<file path="config.mk">
export PLATFORM = sky130hd
export DESIGN_NAME = keypad_display_nav
export DESIGN_NICKNAME = d
export VERILOG_FILES = /design/src/keypad_nav_pkg.sv /design/src/hold_repeat.sv /design/src/keypad_display_nav.sv
export VERILOG_INCLUDE_DIRS = /design/src /design/src/src
export SDC_FILE = /design/constraint.sdc
export NUM_CORES = 1
export LEC_CHECK = 0
export ABC_AREA = 1
export BUFFER_PORTS_ARGS = -buffer_cell sky130_fd_sc_hd__buf_4
export CELL_PAD_IN_SITES_DETAIL_PLACEMENT = 1
export CELL_PAD_IN_SITES_GLOBAL_PLACEMENT = 2
export CORE_UTILIZATION = 37
export DETAILED_ROUTE_END_ITERATION = 12
export PLACE_DENSITY = 0.86
export RECOVER_POWER = 50
export SLEW_MARGIN = 20
export SYNTH_ARGS = -nofsm -noshare
export SYNTH_HDL_FRONTEND = slang
export SYNTH_SLANG_ARGS = --single-unit
</file>
<file path="constraint.sdc">
create_clock -name ref_clk_i -period 5.4 [get_ports ref_clk_i]
set_input_delay 1.35 -clock ref_clk_i [delete_from_list [all_inputs] [get_ports ref_clk_i]]
set_output_delay 1.35 -clock ref_clk_i [all_outputs]
set_load 0.03 [all_outputs]
</file>
<file path="src/keypad_nav_map.svh">
// Behaviour
// - Display and mode commands only, no configuration writes
// - Left digits show bank letter and index
// - Four lamps: fault, calibration, path, power
// - User bank 0..E with its detail classes
// - Service bank 0..E with its detail classes
// - Auxiliary bank 0..9 with its detail classes
// - Zero key alone requests zero calibration
// - Normal key alone commands normal mode
// - Path key toggles path; lamp lit for A
// - Span-low key alone requests span-low calibration
// - Span key with zero requests calibration cycle
// - Display+left held one second advances bank, repeats
// - Ten idle minutes return display to user bank
// - Display+increment raises index, auto-repeats
// - Display+step-down lowers index, auto-repeats
`ifndef KEYPAD_NAV_MAP_SVH
`define KEYPAD_NAV_MAP_SVH

// Key bit positions on the keypad bus
`define KEY_DISPLAY     0
`define KEY_LEFT        1
`define KEY_INC         2
`define KEY_STEP_DOWN   3
`define KEY_ZERO        4
`define KEY_NORMAL      5
`define KEY_PATH        6
`define KEY_SPAN_LOW    7
`define KEY_SPAN_HIGH   8
`define KEY_DETAIL      9
`define KEY_COUNT       10

// Last index of each bank
`define LAST_USER       4'hE
`define LAST_SERVICE    4'hE
`define LAST_AUX        4'h9

// Reset values
`define RST_INDEX       4'h0
`define RST_PATH_A      1'b1

// Timing
`define CLK_HZ          64'd50000000
`define HOLD_DELAY_MS   64'd1000
`define REPEAT_MS       64'd250
`define IDLE_TIMEOUT_S  64'd600

`endif

</file>
<file path="src/keypad_nav_pkg.sv">
package keypad_nav_pkg;

	typedef enum logic [1:0] {
		BANK_USER    = 2'b00,
		BANK_SERVICE = 2'b01,
		BANK_AUX     = 2'b10
	} bank_t;

	typedef enum logic [1:0] {
		DETAIL_NONE     = 2'b00,
		DETAIL_EXPONENT = 2'b01,
		DETAIL_EXTENDED = 2'b10
	} detail_t;

	// Request for a value to show, sent to the host
	typedef struct packed {
		bank_t       bank;
		logic [3:0]  index;
		logic        path_b;
		detail_t     detail;
	} value_req_t;

	// What the six digits show
	typedef struct packed {
		bank_t       bank;
		logic [3:0]  index;
		logic [15:0] value;
	} display_t;

	typedef struct packed {
		logic fault;
		logic in_cal;
		logic path_a;
		logic power;
	} lamps_t;

	// One-cycle mode commands to the instrument
	typedef struct packed {
		logic zero_cal;
		logic span_low_cal;
		logic cal_cycle;
		logic normal_mode;
	} mode_cmd_t;

endpackage : keypad_nav_pkg

</file>
<file path="src/hold_repeat.sv">
`timescale 1ns/1ps
module hold_repeat #(
	parameter bit          FIRST_NOW = 1'b1,
	parameter logic [31:0] HOLD_CYC  = 32'd50000000,
	parameter logic [31:0] REP_CYC   = 32'd12500000
) (
	// Clock and reset
	input  wire logic ref_clk_i,
	input  wire logic rst_i,
	// Combination state
	input  wire logic active_i,
	output logic      step_o
);

	logic        active_q;
	logic        rep_q;
	logic [31:0] cnt_q;
	logic [31:0] since_q;
	logic        rise;
	logic        reached;

	assign rise    = active_i & ~active_q;
	assign reached = rep_q ? (cnt_q == REP_CYC - 32'd1)
	                       : (cnt_q == HOLD_CYC - 32'd1);
	// First step on the press or only after the hold delay
	assign step_o  = (rise & FIRST_NOW) | (active_i & active_q & reached);

	// Edge memory
	always_ff @(posedge ref_clk_i) begin
		if (rst_i)
			active_q <= 1'b0;
		else
			active_q <= active_i;
	end

	// Hold delay, then repeat interval while held
	always_ff @(posedge ref_clk_i) begin
		if (rst_i || !active_i || rise) begin
			cnt_q <= 32'h0;
			rep_q <= 1'b0;
		end else if (reached) begin
			cnt_q <= 32'h0;
			rep_q <= 1'b1;
		end else begin
			cnt_q <= cnt_q + 32'd1;
		end
	end

	// Cycles since the combination was made, saturating
	always_ff @(posedge ref_clk_i) begin
		if (rst_i || rise)
			since_q <= 32'h0;
		else if (since_q != 32'hFFFFFFFF)
			since_q <= since_q + 32'd1;
	end

	property p_no_early_step;
		@(posedge ref_clk_i) disable iff (rst_i)
		(step_o && !(rise && FIRST_NOW)) |-> since_q >= HOLD_CYC - 32'd1;
	endproperty
	a_no_early_step: assert property (p_no_early_step)
		else $error("hold step came before the hold delay");

	property p_repeat_gap;
		@(posedge ref_clk_i) disable iff (rst_i)
		(step_o && rep_q) |-> cnt_q == REP_CYC - 32'd1;
	endproperty
	a_repeat_gap: assert property (p_repeat_gap)
		else $error("repeat step off its interval");

	c_repeat: cover property (@(posedge ref_clk_i) step_o && rep_q);

endmodule : hold_repeat

</file>
<file path="src/keypad_display_nav.sv">
`timescale 1ns/1ps
`include "keypad_nav_map.svh"
module keypad_display_nav #(
	parameter logic [31:0] HOLD_CYCLES =
		32'(`HOLD_DELAY_MS * (`CLK_HZ / 64'd1000)),
	parameter logic [31:0] REPEAT_CYCLES =
		32'(`REPEAT_MS * (`CLK_HZ / 64'd1000)),
	parameter logic [35:0] IDLE_CYCLES =
		36'(`IDLE_TIMEOUT_S * `CLK_HZ)
) (
	// Clock and reset
	input  wire logic                      ref_clk_i,
	input  wire logic                      rst_i,
	// Keypad pins, high while pressed
	input  wire logic [`KEY_COUNT-1:0]     keys_i,
	// Host status and value, same clock
	input  wire logic                      fault_i,
	input  wire logic                      in_cal_i,
	input  wire logic [15:0]               value_i,
	// Display, lamps, requests and commands
	output keypad_nav_pkg::display_t       display_o,
	output keypad_nav_pkg::lamps_t         lamps_o,
	output keypad_nav_pkg::value_req_t     req_o,
	output keypad_nav_pkg::mode_cmd_t      cmd_o
);

	localparam logic [`KEY_COUNT-1:0] ONE = 10'h001;

	logic [`KEY_COUNT-1:0]      sync1_q;
	logic [`KEY_COUNT-1:0]      keys_q;
	logic [`KEY_COUNT-1:0]      prev_q;
	logic [`KEY_COUNT-1:0]      press;
	logic                       any_press;
	keypad_nav_pkg::bank_t      bank_q;
	logic [3:0]                 index_q;
	logic                       path_a_q;
	logic [35:0]                idle_q;
	logic                       idle_done;
	logic                       adv_step;
	logic                       inc_step;
	logic                       dec_step;
	logic                       combo_cycle;
	logic                       combo_cycle_q;
	keypad_nav_pkg::display_t   display_q;
	keypad_nav_pkg::lamps_t     lamps_q;
	keypad_nav_pkg::value_req_t req_q;
	keypad_nav_pkg::mode_cmd_t  cmd_q;
	keypad_nav_pkg::detail_t    detail_d;
	logic [3:0]                 last_idx;

	function automatic logic alone(input logic [`KEY_COUNT-1:0] k,
	                               input int pos);
		alone = (k == (ONE << pos));
	endfunction : alone

	function automatic logic pair(input logic [`KEY_COUNT-1:0] k,
	                              input int a, input int b);
		pair = (k == ((ONE << a) | (ONE << b)));
	endfunction : pair

	// Two-stage synchroniser; pins are asynchronous to the clock
	always_ff @(posedge ref_clk_i) begin
		if (rst_i) begin
			sync1_q <= 10'h000;
			keys_q  <= 10'h000;
			prev_q  <= 10'h000;
		end else begin
			sync1_q <= keys_i;
			keys_q  <= sync1_q;
			prev_q  <= keys_q;
		end
	end

	assign press     = keys_q & ~prev_q;
	assign any_press = |press;

	// Repeating pair actions; index steps act at once, bank needs the hold
	hold_repeat #(
		.FIRST_NOW (1'b0),
		.HOLD_CYC  (HOLD_CYCLES),
		.REP_CYC   (REPEAT_CYCLES)
	) u_bank_rep (
		.ref_clk_i (ref_clk_i),
		.rst_i     (rst_i),
		.active_i  (pair(keys_q, `KEY_DISPLAY, `KEY_LEFT)),
		.step_o    (adv_step)
	);

	hold_repeat #(
		.FIRST_NOW (1'b1),
		.HOLD_CYC  (HOLD_CYCLES),
		.REP_CYC   (REPEAT_CYCLES)
	) u_inc_rep (
		.ref_clk_i (ref_clk_i),
		.rst_i     (rst_i),
		.active_i  (pair(keys_q, `KEY_DISPLAY, `KEY_INC)),
		.step_o    (inc_step)
	);

	hold_repeat #(
		.FIRST_NOW (1'b1),
		.HOLD_CYC  (HOLD_CYCLES),
		.REP_CYC   (REPEAT_CYCLES)
	) u_dec_rep (
		.ref_clk_i (ref_clk_i),
		.rst_i     (rst_i),
		.active_i  (pair(keys_q, `KEY_DISPLAY, `KEY_STEP_DOWN)),
		.step_o    (dec_step)
	);

	// Inactivity timer, restarted by any new press
	always_ff @(posedge ref_clk_i) begin
		if (rst_i || any_press || idle_done)
			idle_q <= 36'h0;
		else
			idle_q <= idle_q + 36'd1;
	end

	assign idle_done = (idle_q == IDLE_CYCLES - 36'd1);

	// Last entry of the selected bank
	always_comb begin
		unique case (bank_q)
			keypad_nav_pkg::BANK_USER:    last_idx = `LAST_USER;
			keypad_nav_pkg::BANK_SERVICE: last_idx = `LAST_SERVICE;
			keypad_nav_pkg::BANK_AUX:     last_idx = `LAST_AUX;
			default:                      last_idx = `LAST_AUX;
		endcase
	end

	// Bank selection; a bank advance restarts at entry 0, idle return keeps the index
	always_ff @(posedge ref_clk_i) begin
		if (rst_i) begin
			bank_q <= keypad_nav_pkg::BANK_USER;
		end else if (adv_step) begin
			unique case (bank_q)
				keypad_nav_pkg::BANK_USER:
					bank_q <= keypad_nav_pkg::BANK_SERVICE;
				keypad_nav_pkg::BANK_SERVICE:
					bank_q <= keypad_nav_pkg::BANK_AUX;
				default:
					bank_q <= keypad_nav_pkg::BANK_USER;
			endcase
		end else if (idle_done) begin
			bank_q <= keypad_nav_pkg::BANK_USER;
		end
	end

	// Parameter index with wrap at both ends
	always_ff @(posedge ref_clk_i) begin
		if (rst_i || adv_step)
			index_q <= `RST_INDEX;
		else if (inc_step)
			index_q <= (index_q >= last_idx) ? 4'h0 : index_q + 4'h1;
		else if (dec_step)
			index_q <= (index_q == 4'h0) ? last_idx : index_q - 4'h1;
	end

	// Path toggle on a lone path press
	always_ff @(posedge ref_clk_i) begin
		if (rst_i)
			path_a_q <= `RST_PATH_A;
		else if (press[`KEY_PATH] && alone(keys_q, `KEY_PATH))
			path_a_q <= ~path_a_q;
	end

	// Detail class of the current entry while the detail key is held
	always_comb begin
		detail_d = keypad_nav_pkg::DETAIL_NONE;
		if (alone(keys_q, `KEY_DETAIL)) begin
			unique case (bank_q)
				keypad_nav_pkg::BANK_USER: begin
					if (index_q >= 4'hD)
						detail_d = keypad_nav_pkg::DETAIL_EXTENDED;
					else if (index_q >= 4'h2 && index_q <= 4'hB)
						detail_d = keypad_nav_pkg::DETAIL_EXPONENT;
				end
				keypad_nav_pkg::BANK_SERVICE: begin
					if (index_q == 4'hE)
						detail_d = keypad_nav_pkg::DETAIL_EXPONENT;
					else if ((index_q >= 4'h2 && index_q <= 4'h5) ||
					         (index_q >= 4'hA && index_q <= 4'hD))
						detail_d = keypad_nav_pkg::DETAIL_EXTENDED;
				end
				default: begin
					if (index_q == 4'h4 || index_q == 4'h5)
						detail_d = keypad_nav_pkg::DETAIL_EXTENDED;
					else if (index_q == 4'h6 || index_q == 4'h7)
						detail_d = keypad_nav_pkg::DETAIL_EXPONENT;
				end
			endcase
		end
	end

	// Span plus zero: fires once when the pair is complete
	assign combo_cycle = pair(keys_q, `KEY_SPAN_HIGH, `KEY_ZERO) ||
	                     pair(keys_q, `KEY_SPAN_LOW, `KEY_ZERO);

	always_ff @(posedge ref_clk_i) begin
		if (rst_i)
			combo_cycle_q <= 1'b0;
		else
			combo_cycle_q <= combo_cycle;
	end

	// Mode command pulses; the block has no path to stored settings
	always_ff @(posedge ref_clk_i) begin
		if (rst_i) begin
			cmd_q <= '0;
		end else begin
			cmd_q.zero_cal     <= press[`KEY_ZERO] &&
			                      alone(keys_q, `KEY_ZERO);
			cmd_q.normal_mode  <= press[`KEY_NORMAL] &&
			                      alone(keys_q, `KEY_NORMAL);
			cmd_q.span_low_cal <= press[`KEY_SPAN_LOW] &&
			                      alone(keys_q, `KEY_SPAN_LOW);
			cmd_q.cal_cycle    <= combo_cycle && !combo_cycle_q;
		end
	end

	// Display, request and lamps registered from current state
	always_ff @(posedge ref_clk_i) begin
		if (rst_i) begin
			display_q <= '0;
			req_q     <= '0;
			lamps_q   <= '0;
		end else begin
			display_q.bank  <= bank_q;
			display_q.index <= index_q;
			display_q.value <= value_i;
			req_q.bank      <= bank_q;
			req_q.index     <= index_q;
			req_q.path_b    <= ~path_a_q;
			req_q.detail    <= detail_d;
			lamps_q.fault   <= fault_i;
			lamps_q.in_cal  <= in_cal_i;
			lamps_q.path_a  <= path_a_q;
			lamps_q.power   <= 1'b1;
		end
	end

	assign display_o = display_q;
	assign req_o     = req_q;
	assign lamps_o   = lamps_q;
	assign cmd_o     = cmd_q;

	property p_zero_alone;
		@(posedge ref_clk_i) disable iff (rst_i)
		(press[`KEY_ZERO] && alone(keys_q, `KEY_ZERO)) |=>
			cmd_o.zero_cal && !cmd_o.cal_cycle;
	endproperty
	a_zero_alone: assert property (p_zero_alone)
		else $error("zero press gave no zero request");

	property p_normal;
		@(posedge ref_clk_i) disable iff (rst_i)
		(press[`KEY_NORMAL] && alone(keys_q, `KEY_NORMAL)) |=>
			cmd_o.normal_mode;
	endproperty
	a_normal: assert property (p_normal)
		else $error("normal press gave no mode command");

	property p_span_low;
		@(posedge ref_clk_i) disable iff (rst_i)
		(press[`KEY_SPAN_LOW] && alone(keys_q, `KEY_SPAN_LOW)) |=>
			cmd_o.span_low_cal;
	endproperty
	a_span_low: assert property (p_span_low)
		else $error("span-low press gave no request");

	property p_cycle;
		@(posedge ref_clk_i) disable iff (rst_i)
		$rose(combo_cycle) |=> cmd_o.cal_cycle && !cmd_o.zero_cal
			##1 !cmd_o.cal_cycle;
	endproperty
	a_cycle: assert property (p_cycle)
		else $error("calibration cycle pulse wrong");

	property p_path_lamp;
		@(posedge ref_clk_i) disable iff (rst_i)
		(press[`KEY_PATH] && alone(keys_q, `KEY_PATH)) |=>
			##1 (lamps_o.path_a != $past(lamps_o.path_a)) &&
			(req_o.path_b == !lamps_o.path_a);
	endproperty
	a_path_lamp: assert property (p_path_lamp)
		else $error("path lamp did not follow the path");

	property p_inc_wrap;
		@(posedge ref_clk_i) disable iff (rst_i)
		(inc_step && !adv_step && index_q == last_idx) |=> index_q == 4'h0;
	endproperty
	a_inc_wrap: assert property (p_inc_wrap)
		else $error("increment did not wrap to zero");

	property p_dec_wrap;
		@(posedge ref_clk_i) disable iff (rst_i)
		(dec_step && !inc_step && !adv_step && index_q == 4'h0) |=>
			index_q == $past(last_idx);
	endproperty
	a_dec_wrap: assert property (p_dec_wrap)
		else $error("step down did not wrap to last entry");

	property p_idle_user;
		@(posedge ref_clk_i) disable iff (rst_i)
		(idle_done && !adv_step) |=> bank_q == keypad_nav_pkg::BANK_USER
			##1 display_o.bank == keypad_nav_pkg::BANK_USER;
	endproperty
	a_idle_user: assert property (p_idle_user)
		else $error("idle timeout did not return to user bank");

	property p_bank_order;
		@(posedge ref_clk_i) disable iff (rst_i)
		(adv_step && bank_q == keypad_nav_pkg::BANK_USER) |=>
			bank_q == keypad_nav_pkg::BANK_SERVICE && index_q == 4'h0;
	endproperty
	a_bank_order: assert property (p_bank_order)
		else $error("bank did not advance user to service");

	property p_power;
		@(posedge ref_clk_i) disable iff (rst_i)
		$fell(rst_i) |=> lamps_o.power [*3];
	endproperty
	a_power: assert property (p_power)
		else $error("power lamp not lit");

	c_zero:  cover property (@(posedge ref_clk_i) cmd_o.zero_cal);
	c_cycle: cover property (@(posedge ref_clk_i) cmd_o.cal_cycle);
	c_aux:   cover property (@(posedge ref_clk_i)
		bank_q == keypad_nav_pkg::BANK_AUX && inc_step);
	c_ext:   cover property (@(posedge ref_clk_i)
		req_o.detail == keypad_nav_pkg::DETAIL_EXTENDED);

endmodule : keypad_display_nav

</file>
==> run_results.csv <==
group,metric,value,unit
placement,placed_cell_area,10800,sq um
worst_setup_path,start_kind,"input port",
worst_setup_path,r2r_cells,6,
synthesis,ys_seq_elements,209,
timing,setup_viol,0,
finish,layout.nets,1506,
synthesis,synth_mux_area_share,0.0999,%
timing,finalCritPeriodShare,57.6,%
timing,whs,0.401,ns
timing,max_freq,0.322,GHz
outcome,outcome,"finished with violations",
outcome,violations,"design-rule violations, max-capacitance violations, max-slew violations",
synthesis,synth_top_family_by_area,"simple AND/OR/NAND/NOR gates",
job,maxCapViolCount,1,
timing,final_max_slew_viol_count,17,
synthesis,syn_nets,1437,
clock_network,clock_sinks,209,
floorplan,die_h,167,microns
clock_network,clockBufferDepth,3,
synthesis,yosys.area_share.adder,1.12,%
floorplan,die_x,167,microns
route,dr_total_vias,8884,
route,drt_iter0_markers,309,
synthesis,avgSynthCellArea,7.17,sq um
global_route,overflow,0,
worst_setup_path,r2r-start,"u_bank_rep.cnt_q[0]$_SDFF_PP0_",
timing,fin_crit,3.11,ns
clock_network,holdBufCountCts,0,
timing,fin_skew,0.0195,ns
synthesis,synth_cell_type_count,57,
route,wl_per_cell,13.8,microns
clock_network,h-tree-depth,1,
synthesis,ys_seq_area_share,41.7,%
global_route,grt_start_max_net_pins,65,
route,drc,2,
power_and_ir_drop,p_leak,4.49,nW
route,postRouteAntennaNets,0,
placement,hpwl,19100,microns
synthesis,ys_async_sr_fraction,0,%
power_and_ir_drop,ir_drop,203,uV
finish,final_area,11600,sq um
worst_hold_path,min_path_type,"reg2reg",
finish,final-instance-count-excl-fill,1819,
floorplan,start_util,38.1,%
synthesis,synth-xor-area-share,2.10,%
clock_network,cts_tree,"yes",
floorplan,die_area,27800,sq um
worst_setup_path,cp_data_arrival_time,3.53,ns
timing,fin_ws,2.29,ns
finish,final_core_utilization,44.0,%
clock_network,cts_setup_buffers,0,
timing,final_hold_viol_count,0,
clock_network,cts_root_buffer,"clkbuf_16",
finish,syn_to_final_growth,15.5,%
timing,final.setup.tns,0,ns
synthesis,synthFlopType,"dfxtp_1",
synthesis,netlist_area,10000,sq um
global_route,grt_pass1_wl,43300,microns
timing,rsz0062_at_grt,"no",
route,wl,25100,microns
synthesis,synth_edf_count,0,
clock_network,clk_pin_slew,0.06,ns
clock_network,clk_latency,0.52,ns
synthesis,netlist_instances,1398,
worst_setup_path,regToRegSetupSlack,2.41,ns
synthesis,yosys_warnings,0,
worst_setup_path,path_class,"in2reg",
finish,drive_gt1_share,13.1,%
worst_setup_path,crit_path_end_kind,"register",
floorplan,num_io_pins,69,
worst_setup_path,cp_max_fo,64,
global_route,track_usage,18.6,%
route,first_pass_iters,9,
clock_network,ctsResizeCount,0,
worst_setup_path,r2r-end,"u_bank_rep.cnt_q[9]$_SDFF_PP0_",
floorplan,rows,59,
synthesis,synthSimpleGateAreaFrac,38.2,%
timing,tightest_slew,1.99,ns
worst_hold_path,min_to,"keys_q[2]$_SDFF_PP0_",
floorplan,design.core.area,26300,sq um
clock_network,numCtsBuffers,25,
timing,relSlewSlack,-34.4,%
placement,dpl.cell_count,1775,
global_route,antenna_found_initial,0,
placement,dp_slack,2.25,ns
finish,num_antenna_cells,0,
power_and_ir_drop,power,3.44,mW
route,vias_per_cell,4.88,
worst_setup_path,required,5.82,ns
placement,place_congestion,0.801,
synthesis,synth-compound-area-share,6.62,%
power_and_ir_drop,powerDensity,297,nW/um^2
worst_hold_path,hold_depth,2,
global_route,grt_pass1_vias,8914,
worst_hold_path,min_from,"sync1_q[2]$_SDFF_PP0_",
placement,port_buffers,68,
## cells in the final DEF (no fill, tap or decap), types with 25 or more instances in the layout
cell	netlist	final
clkbuf_16	0	25
o21ai_0	24	27
buf_4	7	62
nor3_1	51	51
a21oi_1	63	63
inv_1	209	209
nand3_1	76	76
nor2_1	244	248
dfxtp_1	209	209
nand2_1	275	277
nand4_1	30	30
## cell families after synthesis
group                      count (synthesis)
muxes                                      1
adders and majority gates                  9
AOI/OAI and AO/OA                        116
buffers and inverters                    244
DFF                                      209
and+or+nand+nor                          795
xor gates and xnor gates                  24
## critical path: stages
cell and delay (ns):
buf_4 0.31, inv_1 0.27, nand2_1 0.11, nor2_1 0.93, inv_4 0.25, a211oi_1 0.26
## sequential cells by signal, indices dropped and copies added, names as in the netlist, 9 cells and up
signal and flops:
sync1_q 10, req_o 9, u_inc_rep.cnt_q 32, idle_q 36, keys_q 10, u_dec_rep.cnt_q 32
prev_q 10, u_bank_rep.cnt_q 32, display_o 16
## how the worst max path moves through the flow
stage               start                              to  cells after the start
finish              rst_i   u_inc_rep.cnt_q[6]$_SDFF_PP0_                      6
global route        rst_i   u_inc_rep.cnt_q[6]$_SDFF_PP0_                      6
CTS                 rst_i  u_dec_rep.cnt_q[24]$_SDFF_PP0_                      6
detailed placement  rst_i  u_dec_rep.cnt_q[24]$_SDFF_PP0_                      6
global placement    rst_i  u_dec_rep.cnt_q[24]$_SDFF_PP0_                      6
floorplan           rst_i           idle_q[21]$_SDFF_PP0_                      7
## power breakdown
part / leakage (nW) / internal (mW) / switching (mW)
clock: 0.438 / 1.12 / 0.647
sequential: 1.69 / 1.56 / 0.00889
combinational: 2.35 / 0.0368 / 0.0643
## metal layers
layer	vias to the layer above	wire length, microns	GRT usage, %
met1	4169	12500	25.5
met4	0	363	3.95
met3	26	1130	3.16
li1	4563	-	-
met2	126	11100	30.6
met5	-	0	0
## cell usage after synthesis (4+ instances only)
cell type | number | area [sq um]
ha_1 | 9 | 113
nand3_2 | 10 | 100
dfxtp_1 | 209 | 4180
xnor2_1 | 5 | 43.8
xor2_1 | 19 | 166
nor3_4 | 4 | 65.1
buf_4 | 7 | 52.6
nor2_2 | 9 | 56.3
o21ai_0 | 24 | 120
a21oi_1 | 63 | 315
o21ai_2 | 5 | 43.8
inv_2 | 8 | 30.0
nor2_4 | 11 | 124
nor3_1 | 51 | 255
clkbuf_1 | 7 | 26.3
nor3b_1 | 12 | 90.1
nor2_1 | 244 | 916
nand2_1 | 275 | 1030
nand3_1 | 76 | 380
o21ai_1 | 5 | 25.0
buf_6 | 7 | 78.8
nand4_1 | 30 | 188
nand2_2 | 8 | 50.1
and3_1 | 4 | 25.0
or2_2 | 15 | 93.8
nor3_2 | 8 | 80.1
nor4_1 | 15 | 93.8
inv_1 | 209 | 785
nor3b_2 | 4 | 50.1
## final cells by class
class / instances / area, sq um
clock buffer: 38 / 774
clock inverter: 6 / 105
fill: 3363 / 14700
inverter: 218 / 821
multi-input combinational: 945 / 4780
sequential: 209 / 4180
tap: 335 / 419
timing repair buffer: 68 / 488
No activity file was read; power rests on OpenSTA's default activity.
